--- src/hw/tsc_pkg.sv ---
// Package for the trigger sequence controller: register map, codes, timing
package tsc_pkg;

  // Register byte offsets (APB, one aligned word each)
  localparam logic [7:0] TSC_CTRL_OFS = 8'h00;
  localparam logic [7:0] TSC_CMD_OFS = 8'h04;
  localparam logic [7:0] TSC_STAT_OFS = 8'h08;
  localparam logic [7:0] TSC_RESULT_OFS = 8'h0C;
  localparam logic [7:0] TSC_ERR_OFS = 8'h10;

  // CTRL field positions
  localparam int TSC_CTRL_CONT_BIT = 0;
  localparam int TSC_CTRL_ALLCONT_BIT = 1;
  localparam int TSC_CTRL_AUTODLY_BIT = 2;
  localparam int TSC_CTRL_SRC_LSB = 4;

  // CMD field positions (write one to act)
  localparam int TSC_CMD_ABORT_BIT = 0;
  localparam int TSC_CMD_INIT_BIT = 1;
  localparam int TSC_CMD_INITALL_BIT = 2;
  localparam int TSC_CMD_FORCE_BIT = 3;
  localparam int TSC_CMD_FETCH_BIT = 4;
  localparam int TSC_CMD_CMDRST_BIT = 5;
  localparam int TSC_CMD_PRESET_BIT = 6;

  // Error codes, two's complement in a 32-bit word
  localparam logic [31:0] TSC_ERR_NONE = 32'h0000_0000;
  localparam logic [31:0] TSC_ERR_INIT_IGNORED = 32'hFFFF_FF2B;
  localparam logic [31:0] TSC_ERR_TRIG_IGNORED = 32'hFFFF_FF2D;

  // Trigger sources
  typedef enum logic [2:0] {
    TSC_SRC_BUS = 3'h0,
    TSC_SRC_EXT = 3'h1,
    TSC_SRC_HOLD = 3'h2,
    TSC_SRC_IMM = 3'h3,
    TSC_SRC_INT = 3'h4
  } tsc_src_t;

  // Settling interval and measurement length
  localparam int TSC_CLK_HZ = 20000000;
  localparam int TSC_SETTLE_NS = 1000;
  localparam int TSC_SETTLE_CYC = (TSC_SETTLE_NS * (TSC_CLK_HZ / 1000000) + 999) / 1000;
  localparam int TSC_MEAS_CYC = 4;

  // Values after power-up and preset
  localparam logic TSC_CONT_PWRUP = 1'b1;
  localparam logic TSC_ALLCONT_PWRUP = 1'b0;
  localparam logic TSC_AUTODLY_PWRUP = 1'b1;

endpackage : tsc_pkg

--- src/hw/tsc_trigger_seq.sv ---
// Trigger sequence controller with APB register access
// Contract
// - Abort returns channel to idle
// - Abort keeps all other trigger settings
// - Continuous mode re-arms after one idle cycle following abort
// - Initiation does not block later commands
// - Pending flag follows idle transitions
// - Trigger cycle: leave wait, start measurement
// - Single mode returns idle after one cycle
// - Continuous mode chains cycles without idle
// - Command reset clears continuous; preset sets it
// - Continuous query reads one or zero
// - Single initiation arms, measures, stores result
// - Immediate source measures at once
// - Initiation when busy or continuous: error -213
// - Fetch moves stored result to output
// - All-sequences continuous setting; reset clears
// - Initiate-all initiates every sequence
// - Auto delay inserts settling before measurement
// - No auto delay: measure immediately
// - Forced trigger skips settling delay
// - Forced trigger fires while waiting, stores
// - Forced trigger elsewhere: error -211
// - Selectable bus, ext, hold, imm, int sources
// - Source defaults to immediate
`timescale 1ns/1ns
module tsc_trigger_seq
  import tsc_pkg::*;
#(
  parameter int DATA_W = 16
) (
  // Clock and reset
  input wire logic clock,
  input wire logic sys_rst,
  // APB slave
  input wire logic psel,
  input wire logic penable,
  input wire logic pwrite,
  input wire logic [7:0] paddr,
  input wire logic [31:0] pwdata,
  output logic [31:0] prdata,
  output logic pready,
  output logic pslverr,
  // Trigger inputs
  input wire logic extTrig,
  input wire logic busTrig,
  input wire logic intLevelTrig,
  // Measurement front end
  input wire logic [DATA_W-1:0] measData,
  // Status and output buffer
  output logic [DATA_W-1:0] outBuf,
  output logic outBufValid,
  output logic pendingOp,
  output logic waitingTrig,
  output logic measuring
);

  // Refuse widths that the 32-bit read path cannot carry
  if (DATA_W < 1 || DATA_W > 32) begin : g_badWidth
    $error("DATA_W must be 1..32");
  end

  typedef enum logic [1:0] {ST_IDLE, ST_WAIT, ST_SETTLE, ST_MEAS} tsc_state_t;

  localparam logic [15:0] SETTLE_LAST = 16'(TSC_SETTLE_CYC - 1);
  localparam logic [15:0] MEAS_LAST = 16'(TSC_MEAS_CYC - 1);

  tsc_state_t state_r;
  tsc_state_t state_nxt;
  logic contInit_r;
  logic allCont_r;
  logic autoDelay_r;
  tsc_src_t source_r;
  logic [15:0] count_r;
  logic [DATA_W-1:0] result_r;
  logic resultValid_r;
  logic [31:0] errCode_r;
  logic pending_r;

  logic extSync;
  logic busSync;
  logic intSync;

  // External trigger lines come from other domains
  tsc_sync2 u_syncExt (.clock(clock), .sys_rst(sys_rst), .din(extTrig), .dout(extSync));
  tsc_sync2 u_syncBus (.clock(clock), .sys_rst(sys_rst), .din(busTrig), .dout(busSync));
  tsc_sync2 u_syncInt (.clock(clock), .sys_rst(sys_rst), .din(intLevelTrig), .dout(intSync));

  // Bus decode
  function automatic logic isReg(input logic [7:0] addr, input logic [7:0] ofs);
    return addr == ofs;
  endfunction : isReg

  logic wrAccess;
  logic rdAccess;
  logic mapped;
  assign pready = 1'b1;
  assign wrAccess = psel && penable && pwrite;
  assign rdAccess = psel && penable && !pwrite;
  assign mapped = isReg(paddr, TSC_CTRL_OFS) || isReg(paddr, TSC_CMD_OFS) ||
    isReg(paddr, TSC_STAT_OFS) || isReg(paddr, TSC_RESULT_OFS) || isReg(paddr, TSC_ERR_OFS);
  assign pslverr = psel && penable && !mapped;

  logic ctrlWr;
  logic cmdWr;
  assign ctrlWr = wrAccess && isReg(paddr, TSC_CTRL_OFS);
  assign cmdWr = wrAccess && isReg(paddr, TSC_CMD_OFS);

  // One-cycle command strobes; the bus never waits on the sequencer
  logic cmdAbort;
  logic cmdInit;
  logic cmdInitAll;
  logic cmdForce;
  logic cmdFetch;
  logic cmdReset;
  logic cmdPreset;
  assign cmdAbort = cmdWr && pwdata[TSC_CMD_ABORT_BIT];
  assign cmdInit = cmdWr && pwdata[TSC_CMD_INIT_BIT];
  assign cmdInitAll = cmdWr && pwdata[TSC_CMD_INITALL_BIT];
  assign cmdForce = cmdWr && pwdata[TSC_CMD_FORCE_BIT];
  assign cmdFetch = cmdWr && pwdata[TSC_CMD_FETCH_BIT];
  assign cmdReset = cmdWr && pwdata[TSC_CMD_CMDRST_BIT];
  assign cmdPreset = cmdWr && pwdata[TSC_CMD_PRESET_BIT];

  logic anyInit;
  logic initRefused;
  logic forceRefused;
  logic contActive;
  assign anyInit = cmdInit || cmdInitAll;
  assign contActive = contInit_r || allCont_r;
  assign initRefused = anyInit && (state_r != ST_IDLE || contActive);
  assign forceRefused = cmdForce && state_r != ST_WAIT;

  // Trigger qualifier per source
  logic srcTrig;
  always_comb begin
    case (source_r)
      TSC_SRC_BUS: srcTrig = busSync;
      TSC_SRC_EXT: srcTrig = extSync;
      TSC_SRC_IMM: srcTrig = 1'b1;
      TSC_SRC_INT: srcTrig = intSync;
      default: srcTrig = 1'b0;
    endcase
  end

  logic settleDone;
  logic measDone;
  assign settleDone = state_r == ST_SETTLE && count_r == SETTLE_LAST;
  assign measDone = state_r == ST_MEAS && count_r == MEAS_LAST;

  // Sequencer
  always_comb begin
    state_nxt = state_r;
    case (state_r)
      ST_IDLE: begin
        if (contActive) begin
          state_nxt = ST_WAIT;
        end else if (anyInit && !initRefused) begin
          state_nxt = ST_WAIT;
        end
      end
      ST_WAIT: begin
        if (cmdAbort) begin
          state_nxt = ST_IDLE;
        end else if (cmdForce) begin
          state_nxt = ST_MEAS;
        end else if (srcTrig) begin
          state_nxt = autoDelay_r ? ST_SETTLE : ST_MEAS;
        end
      end
      ST_SETTLE: begin
        if (cmdAbort) begin
          state_nxt = ST_IDLE;
        end else if (settleDone) begin
          state_nxt = ST_MEAS;
        end
      end
      ST_MEAS: begin
        if (cmdAbort) begin
          state_nxt = ST_IDLE;
        end else if (measDone) begin
          state_nxt = contActive ? ST_WAIT : ST_IDLE;
        end
      end
      default: state_nxt = ST_IDLE;
    endcase
    if (cmdReset || cmdPreset) begin
      state_nxt = ST_IDLE;
    end
  end

  always_ff @(posedge clock) begin
    if (sys_rst) begin
      state_r <= ST_IDLE;
    end else begin
      state_r <= state_nxt;
    end
  end

  always_ff @(posedge clock) begin
    if (sys_rst) begin
      count_r <= 16'h0000;
    end else if (state_nxt != state_r) begin
      count_r <= 16'h0000;
    end else begin
      count_r <= count_r + 16'h0001;
    end
  end

  // Settings survive abort; only resets and writes change them
  always_ff @(posedge clock) begin
    if (sys_rst || cmdPreset) begin
      contInit_r <= TSC_CONT_PWRUP;
      allCont_r <= TSC_ALLCONT_PWRUP;
      autoDelay_r <= TSC_AUTODLY_PWRUP;
      source_r <= TSC_SRC_IMM;
    end else if (cmdReset) begin
      contInit_r <= 1'b0;
      allCont_r <= 1'b0;
      autoDelay_r <= 1'b1;
      source_r <= TSC_SRC_IMM;
    end else if (ctrlWr) begin
      contInit_r <= pwdata[TSC_CTRL_CONT_BIT];
      allCont_r <= pwdata[TSC_CTRL_ALLCONT_BIT];
      autoDelay_r <= pwdata[TSC_CTRL_AUTODLY_BIT];
      source_r <= tsc_src_t'(pwdata[TSC_CTRL_SRC_LSB +: 3]);
    end
  end

  // Result memory and output buffer
  always_ff @(posedge clock) begin
    if (sys_rst) begin
      result_r <= '0;
      resultValid_r <= 1'b0;
    end else if (measDone) begin
      result_r <= measData;
      resultValid_r <= 1'b1;
    end
  end

  always_ff @(posedge clock) begin
    if (sys_rst) begin
      outBuf <= '0;
      outBufValid <= 1'b0;
    end else if (cmdFetch) begin
      outBuf <= result_r;
      outBufValid <= resultValid_r;
    end
  end

  // Pending flag: set while a sequence runs, cleared on return to idle
  always_ff @(posedge clock) begin
    if (sys_rst) begin
      pending_r <= 1'b0;
    end else if (state_r == ST_IDLE && state_nxt != ST_IDLE) begin
      pending_r <= 1'b1;
    end else if (state_r != ST_IDLE && state_nxt == ST_IDLE) begin
      pending_r <= 1'b0;
    end
  end

  // Error latch: a new error wins over a clear in the same cycle
  always_ff @(posedge clock) begin
    if (sys_rst) begin
      errCode_r <= TSC_ERR_NONE;
    end else if (initRefused) begin
      errCode_r <= TSC_ERR_INIT_IGNORED;
    end else if (forceRefused) begin
      errCode_r <= TSC_ERR_TRIG_IGNORED;
    end else if (wrAccess && isReg(paddr, TSC_ERR_OFS)) begin
      errCode_r <= TSC_ERR_NONE;
    end
  end

  // Read data registered from setup phase
  always_ff @(posedge clock) begin
    if (sys_rst) begin
      prdata <= 32'h0000_0000;
    end else if (psel && !penable && !pwrite) begin
      if (isReg(paddr, TSC_CTRL_OFS)) begin
        prdata <= {25'h0, source_r, 1'b0, autoDelay_r, allCont_r, contInit_r};
      end else if (isReg(paddr, TSC_STAT_OFS)) begin
        prdata <= {27'h0, resultValid_r, pending_r, 1'b0, 2'(state_r)};
      end else if (isReg(paddr, TSC_RESULT_OFS)) begin
        prdata <= 32'(result_r);
      end else if (isReg(paddr, TSC_ERR_OFS)) begin
        prdata <= errCode_r;
      end else begin
        prdata <= 32'h0000_0000;
      end
    end
  end

  logic unusedRd;
  assign unusedRd = rdAccess;

  assign pendingOp = pending_r;
  assign waitingTrig = state_r == ST_WAIT;
  assign measuring = state_r == ST_SETTLE || state_r == ST_MEAS;

endmodule : tsc_trigger_seq

--- src/hw/tsc_sync2.sv ---
// Two-flop synchroniser for pin inputs
`timescale 1ns/1ns
module tsc_sync2 (
  // Clock and reset
  input wire logic clock,
  input wire logic sys_rst,
  // Data
  input wire logic din,
  output logic dout
);
  logic stage1_r;

  always_ff @(posedge clock) begin
    if (sys_rst) begin
      stage1_r <= 1'b0;
      dout <= 1'b0;
    end else begin
      stage1_r <= din;
      dout <= stage1_r;
    end
  end
endmodule : tsc_sync2

--- config.mk ---
export PLATFORM = sky130hd
export DESIGN_NAME = tsc_trigger_seq
export DESIGN_NICKNAME = d
export VERILOG_FILES = /design/src/hw/tsc_pkg.sv /design/src/hw/tsc_trigger_seq.sv /design/src/hw/tsc_sync2.sv
export SDC_FILE = /design/constraint.sdc
export NUM_CORES = 1
export LEC_CHECK = 0
export BUFFER_PORTS_ARGS = -buffer_cell sky130_fd_sc_hd__buf_4
export CORE_MARGIN = 5
export CORE_UTILIZATION = 35
export CTS_CLUSTER_SIZE = 14
export DETAILED_ROUTE_END_ITERATION = 6
export REMOVE_ABC_BUFFERS = 1
export SYNTH_ARGS = -nofsm -noshare
export SYNTH_HDL_FRONTEND = slang
export SYNTH_SLANG_ARGS = --single-unit
--- constraint.sdc ---
create_clock -name clock -period 2.55 [get_ports clock]
set_input_delay 0.51 -clock clock [delete_from_list [all_inputs] [get_ports clock]]
set_output_delay 0.51 -clock clock [all_outputs]
set_load 0.02 [all_outputs]
==> metrics.txt, run 1 <==
DRT iter0 DRCs roughly 240; EDFF count, synth 0; worst hold start extTrig; Pint 1.84 mW; Clock Latency Late Sink 0.37 ns; CP Launch Type flop; fin crit period 2.37 ns; Max Used Layer met4; die width 115 um; met3 wire len a little under 900 um; Comb pwr share 9.9%; Yosys warning total 0; sink count of the clock tree 85; TritonCTS clock tree yes; Die Area 13200 um^2; num ports 118; via count 3321; Overall Global Routing Usage roughly 15%; CTS Buf Count 9; drt drc 0; final hold vios 0; main area contributors after synthesis dfxtp_1 44%, mux2i_1 5.7%, nand2_1 5.5%, a21oi_1 4.5%, nor2_1 4.1%; final-report setup violation count 0; RR Startpoint count_r[5]$_SDFF_PP0_; row count 38; power per cell area 525 nW/um^2; R2R setup slack 0.18 ns; Starting Density 35.7%; most common cell after layout, fill and taps aside buf_4; I/O Buffers a little over 90; required time of the critical path 2.80 ns; Max rail drop VDD 213 uV; crit-path max FO 3; Worst setup startpoint count_r[5]$_SDFF_PP0_; crit share post-route 92.8%; Syn Std Cell Area 3870 um^2; FILL cells 1086; first-pass GRT wire length 15500 um; Mapped Cells 427; initial antenna violation count 0; largest net degree at the start of global routing 67; fin worst setup slack 0.183 ns; Max Cap Viol 0; Seq pwr share 53.9%; setup_tns 0 ns; post-layout util 44.6%; Clock Skew 0.0135 ns; most frequent cells in the layout 112 x buf_4, 85 x dfxtp_1, 57 x nand2_1; DP Wirelength around 7500 um; Cells after DPL 640; Non-Filler Instances around 660; Critical Path Sink Type flop; unrepaired setup endpoints after global routing false; NetSw 0.704 mW; Root Buffer clkbuf_8; DP Worst Slack 0.0715 ns; antenna viol nets, final 0; die height 115 um; grt ovf 0; M1 WL 4360 um; WL met2 about 4600 um; vias in the first global route ~3100; Clock transition at path regs roughly 0.09 ns; Detailed Route WL 9900 um; critical setup path kind reg2reg; ANT cells 0; cell taking the most area after synthesis dfxtp_1; pins over their slew limit 0; post-synthesis sequential area ratio between 40% and 50%; number of synthesized register bits 85; Final GP Congestion 0.865; via/cell ratio 5.06; core area 10800 um^2; worst hold path type in2reg; ys flop type dfxtp_1; Syn Area/Cell around 9.1 um^2; DRT Pass-1 Iters 4; Yosys cell types 59; CP arrival 2.61 ns; Post-synth ARST share 0%; Fin Hold WS 0.357 ns; Sw Share 27.7%; routed length per instance 15.1 um; CTS H-tree lvls 3; Area Overhead vs Synth 25.1%; Leak Pwr 1.99 nW; CTS Buffer Depth 2; layout cells sized above 1 30.0%; Yosys top cell area share 44.0%; Clock power frac between 30 and 40%; Fmax 0.422 GHz; status complete, no violations; nets@finish approximately 580
==> state kept, by name, summed over array words and instances, names as in the netlist, 2 cells and up <==
signal	count
count_r	16
errCode_r	3
outBuf	16
prdata	17
result_r	16
source_r	3
state_r	2
==> worst max-delay path, cell delays in order, from the launching register on <==
cell	delay [ns]
dfxtp_1	0.34
or4_1	0.61
nor4_2	0.31
a41oi_1	0.15
a21boi_1	0.22
o22ai_1	0.10
ha_1	0.31
mux2i_1	0.17
nor2_1	0.05
==> power groups by stage <==
stage               sequential [mW]  clock [mW]  combinational, mW
detailed placement             1.40           0              0.251
finish                         1.37       0.918              0.252
global route                   1.37        1.02              0.278
floorplan                      1.40           0              0.112
global placement               1.40           0              0.249
CTS                            1.37       0.957              0.253
==> routing by layer <==
metal	GRT usage, %	vias to the layer above
met3	3.74	7
met4	3.76	0
met5	0	-
met2	25.0	88
li1	-	1656
met1	19.1	1570
==> cells by family (layout without fill, tap and decap cells) <==
logic type,after synthesis,count (layout),synth area share [%]
buf+inv,47,136,7.18
fa+ha+maj,2,2,0.647
simple gates,166,166,23.5
mux,23,23,5.99
xor+xnor,14,14,3.17
other cells,1,1,0.0970
compound gates,89,89,15.4
flops,85,85,44.0
==> synthesized netlist by cell type (all sizes together) (8+ instances only) <==
| cell | number |
|---|---|
| nand2 | 58 |
| a221oi | 10 |
| nor3 | 11 |
| buf | 23 |
| xor2 | 9 |
| o21ai | 12 |
| dfxtp | 85 |
| nor2b | 8 |
| nor2 | 43 |
| clkbuf | 17 |
| a21oi | 45 |
| mux2i | 22 |
==> metrics by stage <==
stage | area (um^2) | power [mW]
2_1_floorplan | 3610 | 1.51
3_3_place_gp | 4650 | 1.65
4_1_cts | 4840 | 2.58
3_5_place_dp | 4650 | 1.65
6_report | 4840 | 2.54
5_1_grt | 4840 | 2.66
==> cell type report <==
type / count / area [um^2] / share of cell area [%]
well taps: 140 / 175 / 3.62
clock buffers: 9 / 124 / 2.56
clock inverters: 7 / 62.6 / 1.29
flip-flops and latches: 85 / 1700 / 35.2
multi-input cells: 295 / 1890 / 39.0
inverters: 7 / 26.3 / 0.543
repair buffers: 113 / 861 / 17.8
==> what timing repair did <==
| action | in CTS | in global routing |
|---|---|---|
| setup buffers | 0 | 0 |
| hold buffers | 0 | 0 |
| setup endpoints to repair | 0 | 1 |
| gates resized for setup | 0 | 1 |
==> final timing paths <==
path / to / cells after the start
worst max-delay path: pendingOp$_SDFFE_PP0P_ / 8
worst min-delay path: u_syncExt.stage1_r$_SDFF_PP0_ / 2
worst max register to register: pendingOp$_SDFFE_PP0P_ / 8
worst min register to register: u_syncInt.dout$_SDFF_PP0_ / 1
Note: power is estimated with default switching activity, not from simulation.
==> run 2: changes to the inputs <==
- SYNTH_HIERARCHICAL: unset -> 1
- clock period: 2.55 -> 2.35 ns (I/O delays scaled with it)
==> run 2 against run 1 <==
Core utilization is 3.0 points higher. Largest power group unchanged. Register-to-register slack worse by 0.12 ns. First-iteration DRC count shrank 12%. Count of clock-buffer cells in the layout did not move. Combinational power increased by 27%. Setup slack lost 0.16 ns.
==> metrics.txt, run 2 <==
status complete, no violations; Largest Register prdata; worst hold path type in2reg; most common cell after layout, fill and taps aside buf_4; Pint 2.12 mW (+15%); Area Overhead vs Synth 35.0%; hold path cells 2 (unchanged); Syn Std Cell Area 3770 um^2 (-2.4%); die height 114 um (-1.1%); Area after DPL 4740 um^2 (+2.0%); slowest stage delay, CP 0.56 ns (-0.05 ns); final hold vios 0 (unchanged); DRT iter0 DRCs 209 (-12%); post-synthesis sequential area ratio 45.1% (+1.1 points); Worst-Margin Slew 0.624 ns; hold_buf cts 0 (unchanged); Overall Global Routing Usage 15.8% (+0.99 points); r2r worst-path depth 11 (+3); crit share post-route 99.2%; Fin Hold WS 0.311 ns (-0.0454 ns); TritonCTS clock tree yes; number of synthesized register bits 85 (unchanged); Syn Area/Cell 8.42 um^2 (-7.0%); antenna viol nets, final 0 (unchanged); unrepaired setup endpoints after global routing true; pins over their slew limit 0 (unchanged); Slowest-stage cell, CP or4_4; Sw Share 25.6% (-2.1 points); crit-path max FO 2 (-1); CP Launch Type primary input; core area 10700 um^2 (-1.3%); die width 114 um (-1.1%); DP Worst Slack -0.310 ns (-0.382 ns); Final GP Congestion 0.841 (-2.8%); sink count of the clock tree 85 (unchanged); critical setup path kind in2reg; Root Buffer clkbuf_8; final-report setup violation count 0 (unchanged); Clock transition at path regs 0.09 ns (about the same); grt ovf 0 (unchanged); Max Cap Viol 0 (unchanged); num ports 118 (unchanged); Comb pwr share 11.2% (+1.3 points); DRT Pass-1 Iters 4 (unchanged); Critical Path Sink Type flop; post-route cell area 5090 um^2 (+5.3%); Post-synth ARST share 0% (unchanged); nets@finish 625 (+8.3%); CTS Buf Count 9 (unchanged); Leak Pwr 2.03 nW (+1.8%); Max rail drop VDD 363 uV (+71%); required time of the critical path 2.66 ns (-0.14 ns); Mapped Cells 448 (+4.9%); Hold EP u_syncBus/stage1_r$_SDFF_PP0_; Yosys cell types 53 (-10%); CTS Buffer Depth 2 (unchanged); CP arrival 2.64 ns (+0.03 ns); cell taking the most area after synthesis dfxtp_1; worst relative slew slack approximately 60%; EDFF count, synth 0 (unchanged); most used cell, CP buf_4; setup_tns 0 ns (unchanged); most common cell in the netlist nand2_1; Fmax 0.429 GHz; Starting Density 35.3% (-0.39 points); Clock Latency Late Sink 0.37 ns (about the same); NetSw 0.729 mW (+3.6%); ys flop type dfxtp_1; Clock Skew 0.0110 ns (-0.00243 ns); worst hold start busTrig; Cells after DPL 679 (+6.1%); Synth top cells by count 93 x nand2_1, 85 x dfxtp_1, 55 x a21oi_1; Seq pwr share 51.9% (-2.0 points); drt drc 0 (unchanged); via/cell ratio 4.96 (-2.0%); CTS H-tree lvls 3 (unchanged); Design Power 2.85 mW (+12%); largest net degree at the start of global routing 65 (-3.0%); routed length per instance 14.7 um (-2.7%); initial antenna violation count 0 (unchanged); row count 38 (unchanged); DP Wirelength 7310 um (-2.0%); main area contributors after synthesis dfxtp_1 45%, nand2_1 9.3%, a21oi_1 7.3%, a221oi_1 3.2%, buf_4 3.2%; critical path, cell by cell buf_4 > or4_4 > nor4_4 > a2111oi_4 > o31ai_4 > nand2_2 > buf_4 > buf_4 > buf_4 > buf_4 > buf_4 > nor2_1; most frequent cells in the layout 135 x buf_4, 91 x nand2_1, 84 x dfxtp_1; Yosys warning total 6 (+6); Clock power frac 36.9% (+0.8 points); first-pass GRT wire length 16400 um (+5.4%); via count 3489 (+5.1%); fin worst setup slack 0.0179 ns (-0.165 ns); post-layout util 47.6% (+3.0 points); FILL cells 1036 (-4.6%); Detailed Route WL 10300 um (+4.3%); Yosys top cell area share 45.1% (+1.1 points); Die Area 13000 um^2 (-2.2%); fin crit period 2.33 ns; ANT cells 0 (unchanged); vias in the first global route 3294 (+6.2%); max FFs per register 17 (unchanged); RR Startpoint count_r[0]$_SDFF_PP0_; power per cell area 559 nW/um^2 (+6.5%); layout cells sized above 1 33.0% (+3.0 points); reg-to-reg endpoint pendingOp$_SDFFE_PP0P_; I/O Buffers 91 (unchanged); R2R setup slack 0.06 ns (-0.12 ns); Non-Filler Instances 703 (+7.2%)
-- run 2: repair_timing --
| action | 4_1_cts | 5_1_grt |
|---|---|---|
| pin swaps | 5 | 9 |
| setup endpoints to repair | 2 | 7 |
| resized for setup | 5 | 8 |
| cloned | 0 | 1 |
| setup buffers | 4 | 5 |
-- run 2: worst max-delay path by stage --
stage | endpoint | slack (ns) | cells after the start | from
after floorplan | prdata[16] | -0.46 | 0 | prdata[30]$_SDFFE_PP0P_
after global placement | pendingOp$_SDFFE_PP0P_ | -0.29 | 10 | paddr[4]
after detailed placement | pendingOp$_SDFFE_PP0P_ | -0.31 | 10 | paddr[4]
after CTS | pendingOp$_SDFFE_PP0P_ | 0.02 | 11 | count_r[0]$_SDFF_PP0_
after global routing | pendingOp$_SDFFE_PP0P_ | -0.12 | 11 | count_r[1]$_SDFF_PP0_
final | state_r[0]$_SDFF_PP0_ | 0.02 | 12 | paddr[6]
-- run 2: power by group through the flow --
stage                     sequential [mW]  combinational (mW)  clock, mW
after floorplan                      1.51               0.104          0
after global placement               1.51               0.265          0
after detailed placement             1.51               0.270          0
after CTS                            1.48               0.303       1.09
after global routing                 1.48               0.349       1.15
final                                1.48               0.319       1.05
-- run 2: kinds of logic (layout without fill, tap and decap cells) --
| logic type | after synthesis | in the layout | share of synthesized area, % |
|---|---|---|---|
| xor+xnor | 14 | 14 | 3.25 |
| compound gates | 101 | 101 | 17.5 |
| simple gates | 191 | 191 | 24.8 |
| buf+inv | 47 | 162 | 6.73 |
| mux | 7 | 7 | 1.86 |
| fa+ha+maj | 2 | 2 | 0.663 |
| flops | 85 | 85 | 45.1 |
| other cells | 1 | 1 | 0.0994 |
-- run 2: final cells by class --
class                      count  area, um^2  share of cell area, %
clock inverter                 6        71.3                   1.40
multi-input combinational    316        1890                   37.0
timing repair buffer         140        1110                   21.8
tap                          140         175                   3.44
inverter                       7        26.3                  0.516
sequential                    85        1700                   33.4
clock buffer                   9         124                   2.43
-- run 2: layer usage --
layer  vias to the layer above  wire, um  GRT usage [%]
met2                        87      4930           24.9
met1                      1636      4610           21.1
met3                        11       620           3.66
li1                       1755         -              -
met5                         -         0              0
met4                         0       166           6.18
-- run 2: worst max-delay path, delay by kind of cell --
family          cells  cell delay, ns
simple gates        4            1.10
buf+inv             6            0.73
compound gates      2            0.35
